[config.mk]
export PLATFORM = sky130hd
export DESIGN_NAME = rtc_core
export DESIGN_NICKNAME = d
export VERILOG_FILES = /design/src/logic/rtc_pkg.sv /design/src/logic/rtc_core.sv /design/src/logic/rtc_tick_div.sv
export SDC_FILE = /design/constraint.sdc
export NUM_CORES = 1
export LEC_CHECK = 0
export BUFFER_PORTS_ARGS = -buffer_cell sky130_fd_sc_hd__buf_2
export CAP_MARGIN = 20
export CORE_AREA = 2 2 102 104
export CTS_BUF_LIST = sky130_fd_sc_hd__clkbuf_4 sky130_fd_sc_hd__clkbuf_8
export CTS_CLUSTER_SIZE = 24
export DETAILED_ROUTE_END_ITERATION = 10
export DIE_AREA = 0 0 104 106
export PLACE_DENSITY = 0.86
export SLEW_MARGIN = 20
export SYNTH_ARGS = -nofsm -noshare
export SYNTH_HDL_FRONTEND = slang
export SYNTH_HIERARCHICAL = 1
export SYNTH_SLANG_ARGS = --single-unit
[constraint.sdc]
create_clock -name mclk_i -period 6.8 [get_ports mclk_i]
set_input_delay 1.36 -clock mclk_i [delete_from_list [all_inputs] [get_ports mclk_i]]
set_output_delay 1.36 -clock mclk_i [all_outputs]
set_load 0.005 [all_outputs]
[src/logic/rtc_pkg.sv]
// constants and types of the real time clock block
package rtc_pkg;
    localparam int          TB_DIV_NOM     = 32768;
    localparam logic [15:0] DIV_LAST_NOM   = 16'h7fff;
    localparam logic [16:0] SEC_DAY_LAST   = 17'h1517f;
    localparam logic [16:0] SEC_RST        = 17'h00000;
    localparam logic [14:0] DAY_RST        = 15'h0000;
    localparam logic [4:0]  CAL_RST        = 5'h00;
    localparam logic [2:0]  MASK_RST       = 3'h7;
    localparam logic [2:0]  FLAG_RST       = 3'h4;
    localparam int          IRQ_ONE_SEC    = 0;
    localparam int          IRQ_ALARM      = 1;
    localparam int          IRQ_TMR_RST    = 2;
    localparam logic [4:0]  STRAP_HI_FIRST = 5'h06;
    localparam logic [4:0]  STRAP_HI_LAST  = 5'h09;

    typedef enum logic [1:0] {
        RTC_CAL_OFF     = 2'b00,
        RTC_CAL_NO_COIN = 2'b01,
        RTC_CAL_RSVD    = 2'b10,
        RTC_CAL_ALL     = 2'b11
    } rtc_cal_mode_t;

    typedef enum logic [1:0] {
        RTC_PWR_OFF  = 2'b00,
        RTC_PWR_ON   = 2'b01,
        RTC_PWR_COIN = 2'b10
    } rtc_pwr_t;

    typedef struct packed {
        logic [16:0] alarm_seconds_value;
        logic [14:0] alarm_day_value;
    } rtc_alarm_t;

    typedef struct packed {
        logic [16:0] seconds;
        logic [14:0] days;
    } rtc_time_t;
endpackage : rtc_pkg

[src/logic/rtc_core.sv]
// real time clock core: counters, alarm, flags, calibration and regulator select
`timescale 1ns/1ns
module rtc_core (
    input  wire logic                 mclk_i,
    input  wire logic                 rstn_i,
    input  wire logic                 tb_en_i,
    input  wire logic                 clock_disable_i,
    input  wire logic [4:0]           calibration_word_i,
    input  wire logic [1:0]           calibration_mode_i,
    input  wire rtc_pkg::rtc_alarm_t  alarm_i,
    input  wire logic                 alarm_we_i,
    input  wire rtc_pkg::rtc_time_t   time_i,
    input  wire logic                 time_we_i,
    input  wire logic [2:0]           mask_i,
    input  wire logic                 mask_we_i,
    input  wire logic [2:0]           flag_clr_i,
    input  wire logic [1:0]           pwr_state_i,
    input  wire logic [4:0]           power_up_mode_straps_i,
    output logic                      clock_stopped_o,
    output rtc_pkg::rtc_time_t        time_o,
    output rtc_pkg::rtc_alarm_t       alarm_o,
    output logic [4:0]                calibration_word_o,
    output logic [1:0]                calibration_mode_o,
    output logic [2:0]                flags_o,
    output logic [2:0]                mask_o,
    output logic                      irq_o,
    output logic                      power_up_req_o,
    output logic                      backup_domain_regulator_en_o,
    output logic                      backup_domain_regulator_1v3_o
);
    // ---------------------------------------------------------------
    // state
    // ---------------------------------------------------------------
    rtc_pkg::rtc_time_t  tim_reg,   tim_next;
    rtc_pkg::rtc_alarm_t alm_reg,   alm_next;
    logic [4:0]          cal_reg,   cal_next;
    logic [1:0]          mode_reg,  mode_next;
    logic                dis_reg,   dis_next;
    logic [2:0]          flag_reg,  flag_next;
    logic [2:0]          mask_reg,  mask_next;
    logic                irq_reg,   irq_next;
    logic                pup_reg,   pup_next;
    logic                reg_en_reg, reg_en_next;
    logic                v13_reg,   v13_next;
    logic                tick;
    logic                cal_on;
    logic                alarm_hit;
    logic [2:0]          set_vec;

    function automatic logic strap_high(input logic [4:0] s);
        strap_high = (s >= rtc_pkg::STRAP_HI_FIRST) && (s <= rtc_pkg::STRAP_HI_LAST);
    endfunction : strap_high

    // ---------------------------------------------------------------
    // calibration enable by mode and supply
    // ---------------------------------------------------------------
    always_comb begin
        case (rtc_pkg::rtc_cal_mode_t'(mode_reg))
            rtc_pkg::RTC_CAL_OFF:     cal_on = 1'b0;
            rtc_pkg::RTC_CAL_NO_COIN: cal_on = (pwr_state_i != rtc_pkg::RTC_PWR_COIN);
            rtc_pkg::RTC_CAL_ALL:     cal_on = 1'b1;
            default:                  cal_on = 1'b0;
        endcase
    end

    // calibration touches only this divider, never the slow clock outputs
    rtc_tick_div u_div (
        .mclk_i     (mclk_i),
        .rstn_i     (rstn_i),
        .tb_en_i    (tb_en_i),
        .run_i      (~dis_reg),
        .cal_on_i   (cal_on),
        .cal_word_i (cal_reg),
        .tick_o     (tick)
    );

    // ---------------------------------------------------------------
    // counters and configuration
    // ---------------------------------------------------------------
    always_comb begin
        tim_next  = tim_reg;
        alm_next  = alm_reg;
        cal_next  = calibration_word_i;
        mode_next = calibration_mode_i;
        dis_next  = clock_disable_i;
        if (alarm_we_i) begin
            alm_next = alarm_i;
        end
        if (time_we_i) begin
            tim_next = time_i;
        end else if (tick) begin
            if (tim_reg.seconds >= rtc_pkg::SEC_DAY_LAST) begin
                tim_next.seconds = rtc_pkg::SEC_RST;
                tim_next.days    = tim_reg.days + 15'h0001;
            end else begin
                tim_next.seconds = tim_reg.seconds + 17'h00001;
            end
        end
    end

    always_ff @(posedge mclk_i or negedge rstn_i) begin
        if (!rstn_i) begin
            tim_reg  <= '{seconds: rtc_pkg::SEC_RST, days: rtc_pkg::DAY_RST};
            alm_reg  <= '{alarm_seconds_value: rtc_pkg::SEC_RST, alarm_day_value: rtc_pkg::DAY_RST};
            cal_reg  <= rtc_pkg::CAL_RST;
            mode_reg <= rtc_pkg::RTC_CAL_OFF;
            dis_reg  <= 1'b0;
        end else begin
            tim_reg  <= tim_next;
            alm_reg  <= alm_next;
            cal_reg  <= cal_next;
            mode_reg <= mode_next;
            dis_reg  <= dis_next;
        end
    end

    // ---------------------------------------------------------------
    // interrupt flags, masks and wake request
    // ---------------------------------------------------------------
    assign alarm_hit = (tim_reg.seconds == alm_reg.alarm_seconds_value) &&
                       (tim_reg.days == alm_reg.alarm_day_value);

    always_comb begin
        set_vec              = 3'h0;
        set_vec[rtc_pkg::IRQ_ONE_SEC] = tick;
        // alarm match is a level: it re-sets the flag each cycle it holds
        set_vec[rtc_pkg::IRQ_ALARM]   = alarm_hit;
        flag_next = (flag_reg & ~flag_clr_i) | set_vec;
        mask_next = mask_we_i ? mask_i : mask_reg;
        irq_next  = |(flag_next & ~mask_next);
        pup_next  = pup_reg;
        if (set_vec[rtc_pkg::IRQ_ALARM] && (pwr_state_i != rtc_pkg::RTC_PWR_ON)) begin
            pup_next = 1'b1;
        end else if (pwr_state_i == rtc_pkg::RTC_PWR_ON) begin
            pup_next = 1'b0;
        end
    end

    always_ff @(posedge mclk_i or negedge rstn_i) begin
        if (!rstn_i) begin
            flag_reg <= rtc_pkg::FLAG_RST;
            mask_reg <= rtc_pkg::MASK_RST;
            irq_reg  <= 1'b0;
            pup_reg  <= 1'b0;
        end else begin
            flag_reg <= flag_next;
            mask_reg <= mask_next;
            irq_reg  <= irq_next;
            pup_reg  <= pup_next;
        end
    end

    // ---------------------------------------------------------------
    // backup regulator
    // ---------------------------------------------------------------
    always_comb begin
        reg_en_next = 1'b1;
        v13_next    = strap_high(power_up_mode_straps_i) && (pwr_state_i == rtc_pkg::RTC_PWR_ON);
    end

    always_ff @(posedge mclk_i or negedge rstn_i) begin
        if (!rstn_i) begin
            reg_en_reg <= 1'b0;
            v13_reg    <= 1'b0;
        end else begin
            reg_en_reg <= reg_en_next;
            v13_reg    <= v13_next;
        end
    end

    // ---------------------------------------------------------------
    // outputs
    // ---------------------------------------------------------------
    assign clock_stopped_o               = dis_reg;
    assign time_o                        = tim_reg;
    assign alarm_o                       = alm_reg;
    assign calibration_word_o            = cal_reg;
    assign calibration_mode_o            = mode_reg;
    assign flags_o                       = flag_reg;
    assign mask_o                        = mask_reg;
    assign irq_o                         = irq_reg;
    assign power_up_req_o                = pup_reg;
    assign backup_domain_regulator_en_o  = reg_en_reg;
    assign backup_domain_regulator_1v3_o = v13_reg;
endmodule : rtc_core

[src/logic/rtc_tick_div.sv]
// calibrated one-second tick divider
`timescale 1ns/1ns
module rtc_tick_div (
    input  wire logic                mclk_i,
    input  wire logic                rstn_i,
    input  wire logic                tb_en_i,
    input  wire logic                run_i,
    input  wire logic                cal_on_i,
    input  wire logic [4:0]          cal_word_i,
    output logic                     tick_o
);
    logic [15:0] cnt_reg,  cnt_next;
    logic        tick_reg, tick_next;
    logic [15:0] last;

    // ---------------------------------------------------------------
    // signed correction moves end of period
    // ---------------------------------------------------------------
    always_comb begin
        last = rtc_pkg::DIV_LAST_NOM;
        if (cal_on_i) begin
            last = rtc_pkg::DIV_LAST_NOM - {{11{cal_word_i[4]}}, cal_word_i};
        end
    end

    always_comb begin
        cnt_next  = cnt_reg;
        tick_next = 1'b0;
        if (run_i && tb_en_i) begin
            if (cnt_reg >= last) begin
                cnt_next  = 16'h0000;
                tick_next = 1'b1;
            end else begin
                cnt_next = cnt_reg + 16'h0001;
            end
        end
    end

    always_ff @(posedge mclk_i or negedge rstn_i) begin
        if (!rstn_i) begin
            cnt_reg  <= 16'h0000;
            tick_reg <= 1'b0;
        end else begin
            cnt_reg  <= cnt_next;
            tick_reg <= tick_next;
        end
    end

    assign tick_o = tick_reg;
endmodule : rtc_tick_div

==> run metrics, run 1 <==
core area=10000 um2; Critical Path RT=7.02 ns; setup bufs post-CTS=0; sequential-to-total area share from yosys stat=0.453; PD cells=219 nW/um2; Clk network pwr share=0.285; Sw Ratio=0.311; Pre-Repair DR Iteration Count=5; CTS tree=yes; vias in the first global route=4620; Worst path slowest cell=o31ai_4; Reg2Reg Capture Point=u_div/cnt_reg[0]$_DFFE_PN0P_; Fin Clk Skew=0.0137 ns; P_int=980 uW; r2r setup slk=3.71 ns; Die Wd=104 um; # diodes=0; RSZ-0062 raised after global routing=false; Leak Pwr=2.85 nW; Tightest Pin Transition=0.967 ns; dpl cell area=6270 um2; Reg2Reg Depth=9; CTS Buf Count=9; initial antenna violation count=0; FMAX=263 MHz; Worst-Skew Late Latency=0.38 ns; critical path class=in2reg; Data arrival, critical path=4.03 ns; Root Buffer=clkbuf_8; first-pass GRT wire length=22.6 mm; number of port buffers=171; routed vias=4731; IO Pins=173; Final Cell Area=6490 um2; maxcap violations=0; outcome=complete, no violations; Max clock buf depth=2; Worst setup EP type=flop; number of cell rows=37; largest net degree at the start of global routing=51; Hold Path Sink=flags_o[2]$_DFF_PN1_; H-tree levels=3; Fin. Hold Viols=0; die area=11000 um2; clock-pin slew of the registers on the worst-case setup and hold paths=0.10 ns; Tot GR Track Use=0.259; peak supply drop=114 uV; crit path cell chain=buf_2 -> nor2_1 -> a21boi_0 -> nand2_1 -> ha_1 -> nand2b_1 -> a211oi_1 -> o221a_2 -> o31ai_4 -> o21ai_0; synthesized area per cell=10.4 um2; Tcrit/Tclk final=0.560; hold buffer count at cts=0; Initial Util=0.548; Crit Path Max Fanout=17; Post-CTS Resized=0; min Tclk post-route=3.81 ns; Main synth FF type=dfrtp_1; sum of negative setup slack=0 ns; sequential power share=0.510; Routed Antenna Nets=0; Cell Area, Synth=5480 um2; layout cells sized above 1=0.370; Slew HR=0.356; final core utilization=0.649; GRT overflow=0; Die Height=106 um; NetSw=443 uW; nets=778; HP Class=reg2reg; DRC viols=0; Warnings, synthesis=6; Startpoint Class=primary input; RePlAce Congestion=0.932; Final Max Slew Viols=0; Wirelength per Cell=17.3 um; P&R area growth vs syn=18.5%; library cells used by synthesis=67; worst r2r src=calibration_mode_o[1]$_DFF_PN0_; slowest stage delay, CP=0.84 ns; Async SR Flop Fraction=1.00; Iter 0 DRT Violations=294; Hold Startpoint=flags_o[2]$_DFF_PN1_; EDFF count, synth=0; Combinational Power Share=0.205; Vias per Instance=5.77; Clock Sinks=99; Post-Syn Nets=625; hpwl dp=10.6 mm; Routed Wire Length=14.2 mm; Hold Path Depth=1; Setup violations, final=0; register bit total from synthesis=99; Syn Inst Count=526
## metrics by stage
| step | setup slack (ns) | power, mW | hold WS [ns] | cells |
|---|---|---|---|---|
| after floorplan | 3.43 | 0.907 | 0.477 | 526 |
| after global placement | 2.71 | 1.01 | 0.477 | 804 |
| after detailed placement | 2.59 | 1.03 | 0.478 | 804 |
| after CTS | 3.00 | 1.43 | 0.493 | 820 |
| after global routing | 2.65 | 1.49 | 0.518 | 820 |
| final | 2.99 | 1.42 | 0.492 | 820 |
## logic make-up (layout without fill, tap and decap cells)
| kind of cell | after synthesis | count (layout) | share of synthesized area |
|---|---|---|---|
| compound gates | 105 | 105 | 0.139 |
| xor+xnor | 48 | 48 | 0.0768 |
| fa+ha+maj | 8 | 8 | 0.0183 |
| buf+inv | 55 | 213 | 0.0631 |
| flops | 99 | 99 | 0.453 |
| mux | 36 | 36 | 0.0738 |
| other cells | 1 | 1 | 0.000685 |
| simple gates | 174 | 174 | 0.175 |
## metal layers
layer  part of all wire  wire length (um)  global-route usage  up-vias
met5                  0                 0                   0        -
met4              0.025               351              0.0936        0
met3              0.087              1240              0.0656       26
met2               0.49              6990               0.436      242
met1               0.39              5570               0.325     2245
li1                   -                 -                   -     2218
## synth_stat cells, drive strengths merged (3+ instances only)
| cell type | count | area [um2] |
|---|---|---|
| a21oi | 32 | 194 |
| a2bb2oi | 6 | 52.6 |
| a31oi | 11 | 68.8 |
| a32oi | 10 | 87.6 |
| and2 | 5 | 32.5 |
| and3 | 3 | 20.0 |
| and4 | 3 | 26.3 |
| buf | 13 | 118 |
| clkbuf | 19 | 141 |
| dfrtp | 95 | 2380 |
| dfstp | 4 | 105 |
| ha | 8 | 100 |
| inv | 22 | 82.6 |
| mux2 | 35 | 394 |
| nand2 | 31 | 119 |
| nand2b | 5 | 31.3 |
| nand3 | 23 | 115 |
| nand4 | 21 | 131 |
| nor2 | 31 | 116 |
| nor2b | 7 | 43.8 |
| nor3 | 6 | 35.0 |
| nor4 | 9 | 62.6 |
| o211ai | 3 | 22.5 |
| o21ai | 17 | 88.8 |
| o31a | 3 | 26.3 |
| o31ai | 8 | 73.8 |
| or3 | 12 | 75.1 |
| or4 | 9 | 67.6 |
| xnor2 | 38 | 333 |
| xor2 | 10 | 87.6 |
## placed cells by master (no fill, tap or decap), types with 8 or more instances in the layout
master / netlist / final
nand3_1: 23 / 23
nand2_1: 30 / 30
xnor2_1: 38 / 38
buf_2: 1 / 170
nand4_1: 21 / 21
or4_1: 9 / 9
o21ai_0: 16 / 16
or3_1: 12 / 12
nor4_1: 8 / 8
inv_1: 22 / 22
a21oi_2: 9 / 9
a21oi_1: 23 / 23
xor2_1: 10 / 10
clkbuf_8: 7 / 10
dfrtp_1: 95 / 95
ha_1: 8 / 8
a32oi_1: 10 / 10
a31oi_1: 11 / 11
nor2_1: 31 / 31
mux2_2: 35 / 35
## area by class of cell
| class | count | area, um2 |
|---|---|---|
| inverter | 23 | 86.3 |
| multi-input combinational | 372 | 2650 |
| fill | 831 | 3510 |
| tap | 136 | 170 |
| clock buffer | 11 | 145 |
| timing repair buffer | 174 | 881 |
| clock inverter | 5 | 68.8 |
| sequential | 99 | 2480 |
## power groups by stage
stage | clock network [mW] | registers (mW) | logic [mW]
global placement | 0 | 0.732 | 0.280
finish | 0.406 | 0.726 | 0.292
global route | 0.436 | 0.734 | 0.322
detailed placement | 0 | 0.735 | 0.292
CTS | 0.415 | 0.724 | 0.293
floorplan | 0 | 0.710 | 0.197
## critical path, delay by kind of cell
kind / cells / cell delay, ns
compound gates: 5 / 1.97
fa+ha+maj: 1 / 0.32
simple gates: 3 / 0.28
buf+inv: 1 / 0.09
## how the worst max path moves through the flow
stage	start	to	slack (ns)
after global placement	pwr_state_i[0]	u_div/cnt_reg[0]$_DFFE_PN0P_	2.71
final	pwr_state_i[0]	u_div/cnt_reg[0]$_DFFE_PN0P_	2.99
after CTS	pwr_state_i[0]	u_div/cnt_reg[0]$_DFFE_PN0P_	3.00
after floorplan	pwr_state_i[0]	u_div/cnt_reg[1]$_DFFE_PN0P_	3.43
after detailed placement	pwr_state_i[0]	u_div/cnt_reg[0]$_DFFE_PN0P_	2.59
after global routing	pwr_state_i[0]	u_div/cnt_reg[0]$_DFFE_PN0P_	2.65
Note: power is estimated with default switching activity, not from simulation.
==> run 2, diff against run 1 <==
Settings changed: ABC_AREA set to 1, CORE_AREA 2 2 102 104 to 2 2 112 114, DIE_AREA 0 0 104 106 to 0 0 114 116, PLACE_DENSITY 0.86 to 0.79.
Clock period 6.8 ns to 3.3 ns, I/O delays scaled along.
==> run 2 against run 1 <==
  * Via count rose by 17%
  * Final cell count is 33% higher
  * Die area rose by 20%
  * Register-to-register slack got worse by 2.4 ns
  * Critical endpoint is now time_o[6]$_DFFE_PN0P_
  * Global-route usage down 2.9 points
==> run metrics, run 2 <==
most frequent cells in the layout=nand2_1, buf_2, dfrtp_1; worst r2r src=time_o[16]$_DFFE_PN0P_; setup bufs post-CTS=0 (unchanged); Final Max Slew Viols=0 (unchanged); P_int=2.12 mW (+120%); Sw Ratio=0.355 (+0.0443); Tot GR Track Use=0.230 (-0.0291); EDFF count, synth=0 (unchanged); hpwl dp=11.2 mm (+5.7%); Fillers=1147 (+38%); Leak Pwr=3.70 nW (+30%); Syn Inst Count=774 (+47%); Data arrival, critical path=2.30 ns (-1.73 ns); # diodes=0 (unchanged); peak supply drop=212 uV (+86%); Tightest Pin Transition=0.748 ns (-0.219 ns); Combinational Power Share=0.277 (+0.072); CTS tree=yes; IO Pins=173 (unchanged); placed insts=1072 (+33%); library cells used by synthesis=43 (-36%); Warnings, synthesis=6 (unchanged); Main synth FF type=dfrtp_1; Tcrit/Tclk final=0.611; Post-CTS Resized=0 (unchanged); Vias per Instance=5.07 (-12%); Routed Wire Length=14.9 mm (+5.1%); GRT overflow=0 (unchanged); cell taking the most area after synthesis=dfrtp_1; Worst-Skew Late Latency=0.38 ns (about the same); Setup violations, final=0 (unchanged); number of cell rows=40 (+8.1%); core area=11900 um2 (+19%); clock-pin slew of the registers on the worst-case setup and hold paths=0.09 ns (about the same); Clk network pwr share=0.233 (-0.052); critical path class=reg2reg; final cell count without fillers=1088 (+33%); Critical Path RT=3.58 ns (-3.44 ns); Min Hold Slack=0.289 ns (-0.203 ns); final core utilization=0.584 (-0.0648); hold buffer count at cts=0 (unchanged); grt peak-use layer=met2; Synth top area share=0.409 (-0.0251); H-tree levels=3 (unchanged); sequential power share=0.490 (-0.020); nets=1035 (+33%); sequential-to-total area share from yosys stat=0.427 (-0.0263); DRC viols=0 (unchanged); area taken by multi-input logic gates=2840 um2 (+7.2%); die area=13200 um2 (+20%); register bit total from synthesis=99 (unchanged); cell with the most instances after synthesis=nand2_1; P&R area growth vs syn=19.7%; Die Height=116 um (+9.4%); largest net degree at the start of global routing=53 (+3.9%); outcome=complete, no violations; Die Wd=114 um (+9.6%); Worst setup EP type=flop; Startpoint Class=flop; PD cells=473 nW/um2 (+120%); NetSw=1.17 mW (+160%); Fin. Hold Viols=0 (unchanged); HP Class=in2async; maxcap violations=0 (unchanged); RePlAce Congestion=0.927 (-0.47%); Wirelength per Cell=13.7 um (-21%); leading cell type in the layout, fill and taps excluded=nand2_1; met3 global-route usage=0.0408 (-0.0248); initial antenna violation count=0 (unchanged); Slew HR=0.501 (+0.146); sum of negative setup slack=0 ns (unchanged); first-pass GRT wire length=23.9 mm (+5.9%); Initial Util=0.488 (-0.0596); vias in the first global route=5035 (+9.0%); Routed Antenna Nets=0 (unchanged); number of port buffers=171 (unchanged); Critical path origin=time_o[16]$_DFFE_PN0P_; Root Buffer=clkbuf_8; min Tclk post-route=2.02 ns; Synth area leaders=dfrtp_1, nand2_1, inv_1, nand3_1, nor2_1; synthesized area per cell=7.51 um2 (-28%); Post-Syn Nets=873 (+40%); FMAX=496 MHz; top post-synthesis cells by count=nand2_1, dfrtp_1, inv_1, nor2_1, nand3_1; Pre-Repair DR Iteration Count=5 (unchanged); met2 Use GR=0.383 (-0.0531); Sequential cell area=2480 um2 (unchanged); Clock Sinks=99 (unchanged); Reg2Reg Depth=10 (+1); Max clock buf depth=2 (unchanged); routed vias=5520 (+17%); CTS Buf Count=9 (unchanged); grt met1 use=0.301 (-0.0241); Iter 0 DRT Violations=381 (+30%); Cell Area, Synth=5810 um2 (+6.1%); Fin Clk Skew=0.0159 ns (+0.00221 ns); Async SR Flop Fraction=1.00 (unchanged); RSZ-0062 raised after global routing=false; Tot Pwr=3.29 mW (+130%); Crit Path Max Fanout=23 (+6); layout cells sized above 1=0.254 (-0.116)
## run 2: changes by cell type after synthesis, sizes merged, moves of 15 or more
cell,before,now
mux2,35,13
nand3,23,54
a22oi,1,16
nor2,31,64
o21ai,17,45
nand2,31,276
inv,22,88
xnor2,38,16
## run 2: per-layer routing
metal,wire [um],vias up
met4,274,0
met5,0,-
li1,-,2769
met2,7160,175
met1,6520,2558
met3,909,18
## run 2: final timing paths
kind                                                   end  slack (ns)
setup / recovery                     time_o[6]$_DFFE_PN0P_        1.28
setup reg to reg                     time_o[6]$_DFFE_PN0P_        1.28
hold reg to reg                       flags_o[2]$_DFF_PN1_        0.48
max in group asynchronous             flags_o[2]$_DFF_PN1_        2.26
hold / removal                     alarm_o[16]$_DFFE_PN0P_        0.29
min in group mclk_i        calibration_word_o[0]$_DFF_PN0_        0.38
## run 2: through the flow
stage               worst slack (ns)  area (um2)
global route                    1.05        6950
finish                          1.28        6950
floorplan                       1.17        5810
CTS                             1.26        6950
detailed placement             0.846        6770
global placement               0.938        6770
## run 2: final cells by class
cell class,count,share of cell area
clock inverters,1,0.00108
inverters,89,0.0488
flip-flops and latches,99,0.357
clock buffers,15,0.0261
well taps,147,0.0264
multi-input cells,560,0.409
repair buffers,177,0.132
## run 2: power groups by stage
stage                     Clock [mW]  Combinational, mW  Sequential [mW]
after floorplan                    0              0.620             1.58
after global placement             0              0.896             1.63
after detailed placement           0              0.918             1.63
after CTS                      0.793              0.922             1.61
after global routing           0.838               1.05             1.64
final                          0.767              0.912             1.61
## run 2: cells by family (layout without fill, tap and decap cells)
logic type,Yosys count,after routing,share of synthesized area
AO/OA/AOI/OAI,90,90,0.0947
XOR/XNOR,35,35,0.0527
adder cells (fa/ha/maj),8,8,0.0172
buffers and inverters,115,282,0.0835
flip-flops,99,99,0.427
multiplexers,13,13,0.0252
other,1,1,0.000645
AND/OR/NAND/NOR,413,413,0.299
## run 2: worst max-delay path: stages (launching register included)
cell	delay (ns)
dfrtp_1	0.46
ha_1	0.23
nand3_1	0.20
nor3_2	0.19
nand2_1	0.07
nand2_1	0.07
nand2_2	0.09
nand2_4	0.25
nand2_4	0.20
nand2_1	0.11
nand2_1	0.05
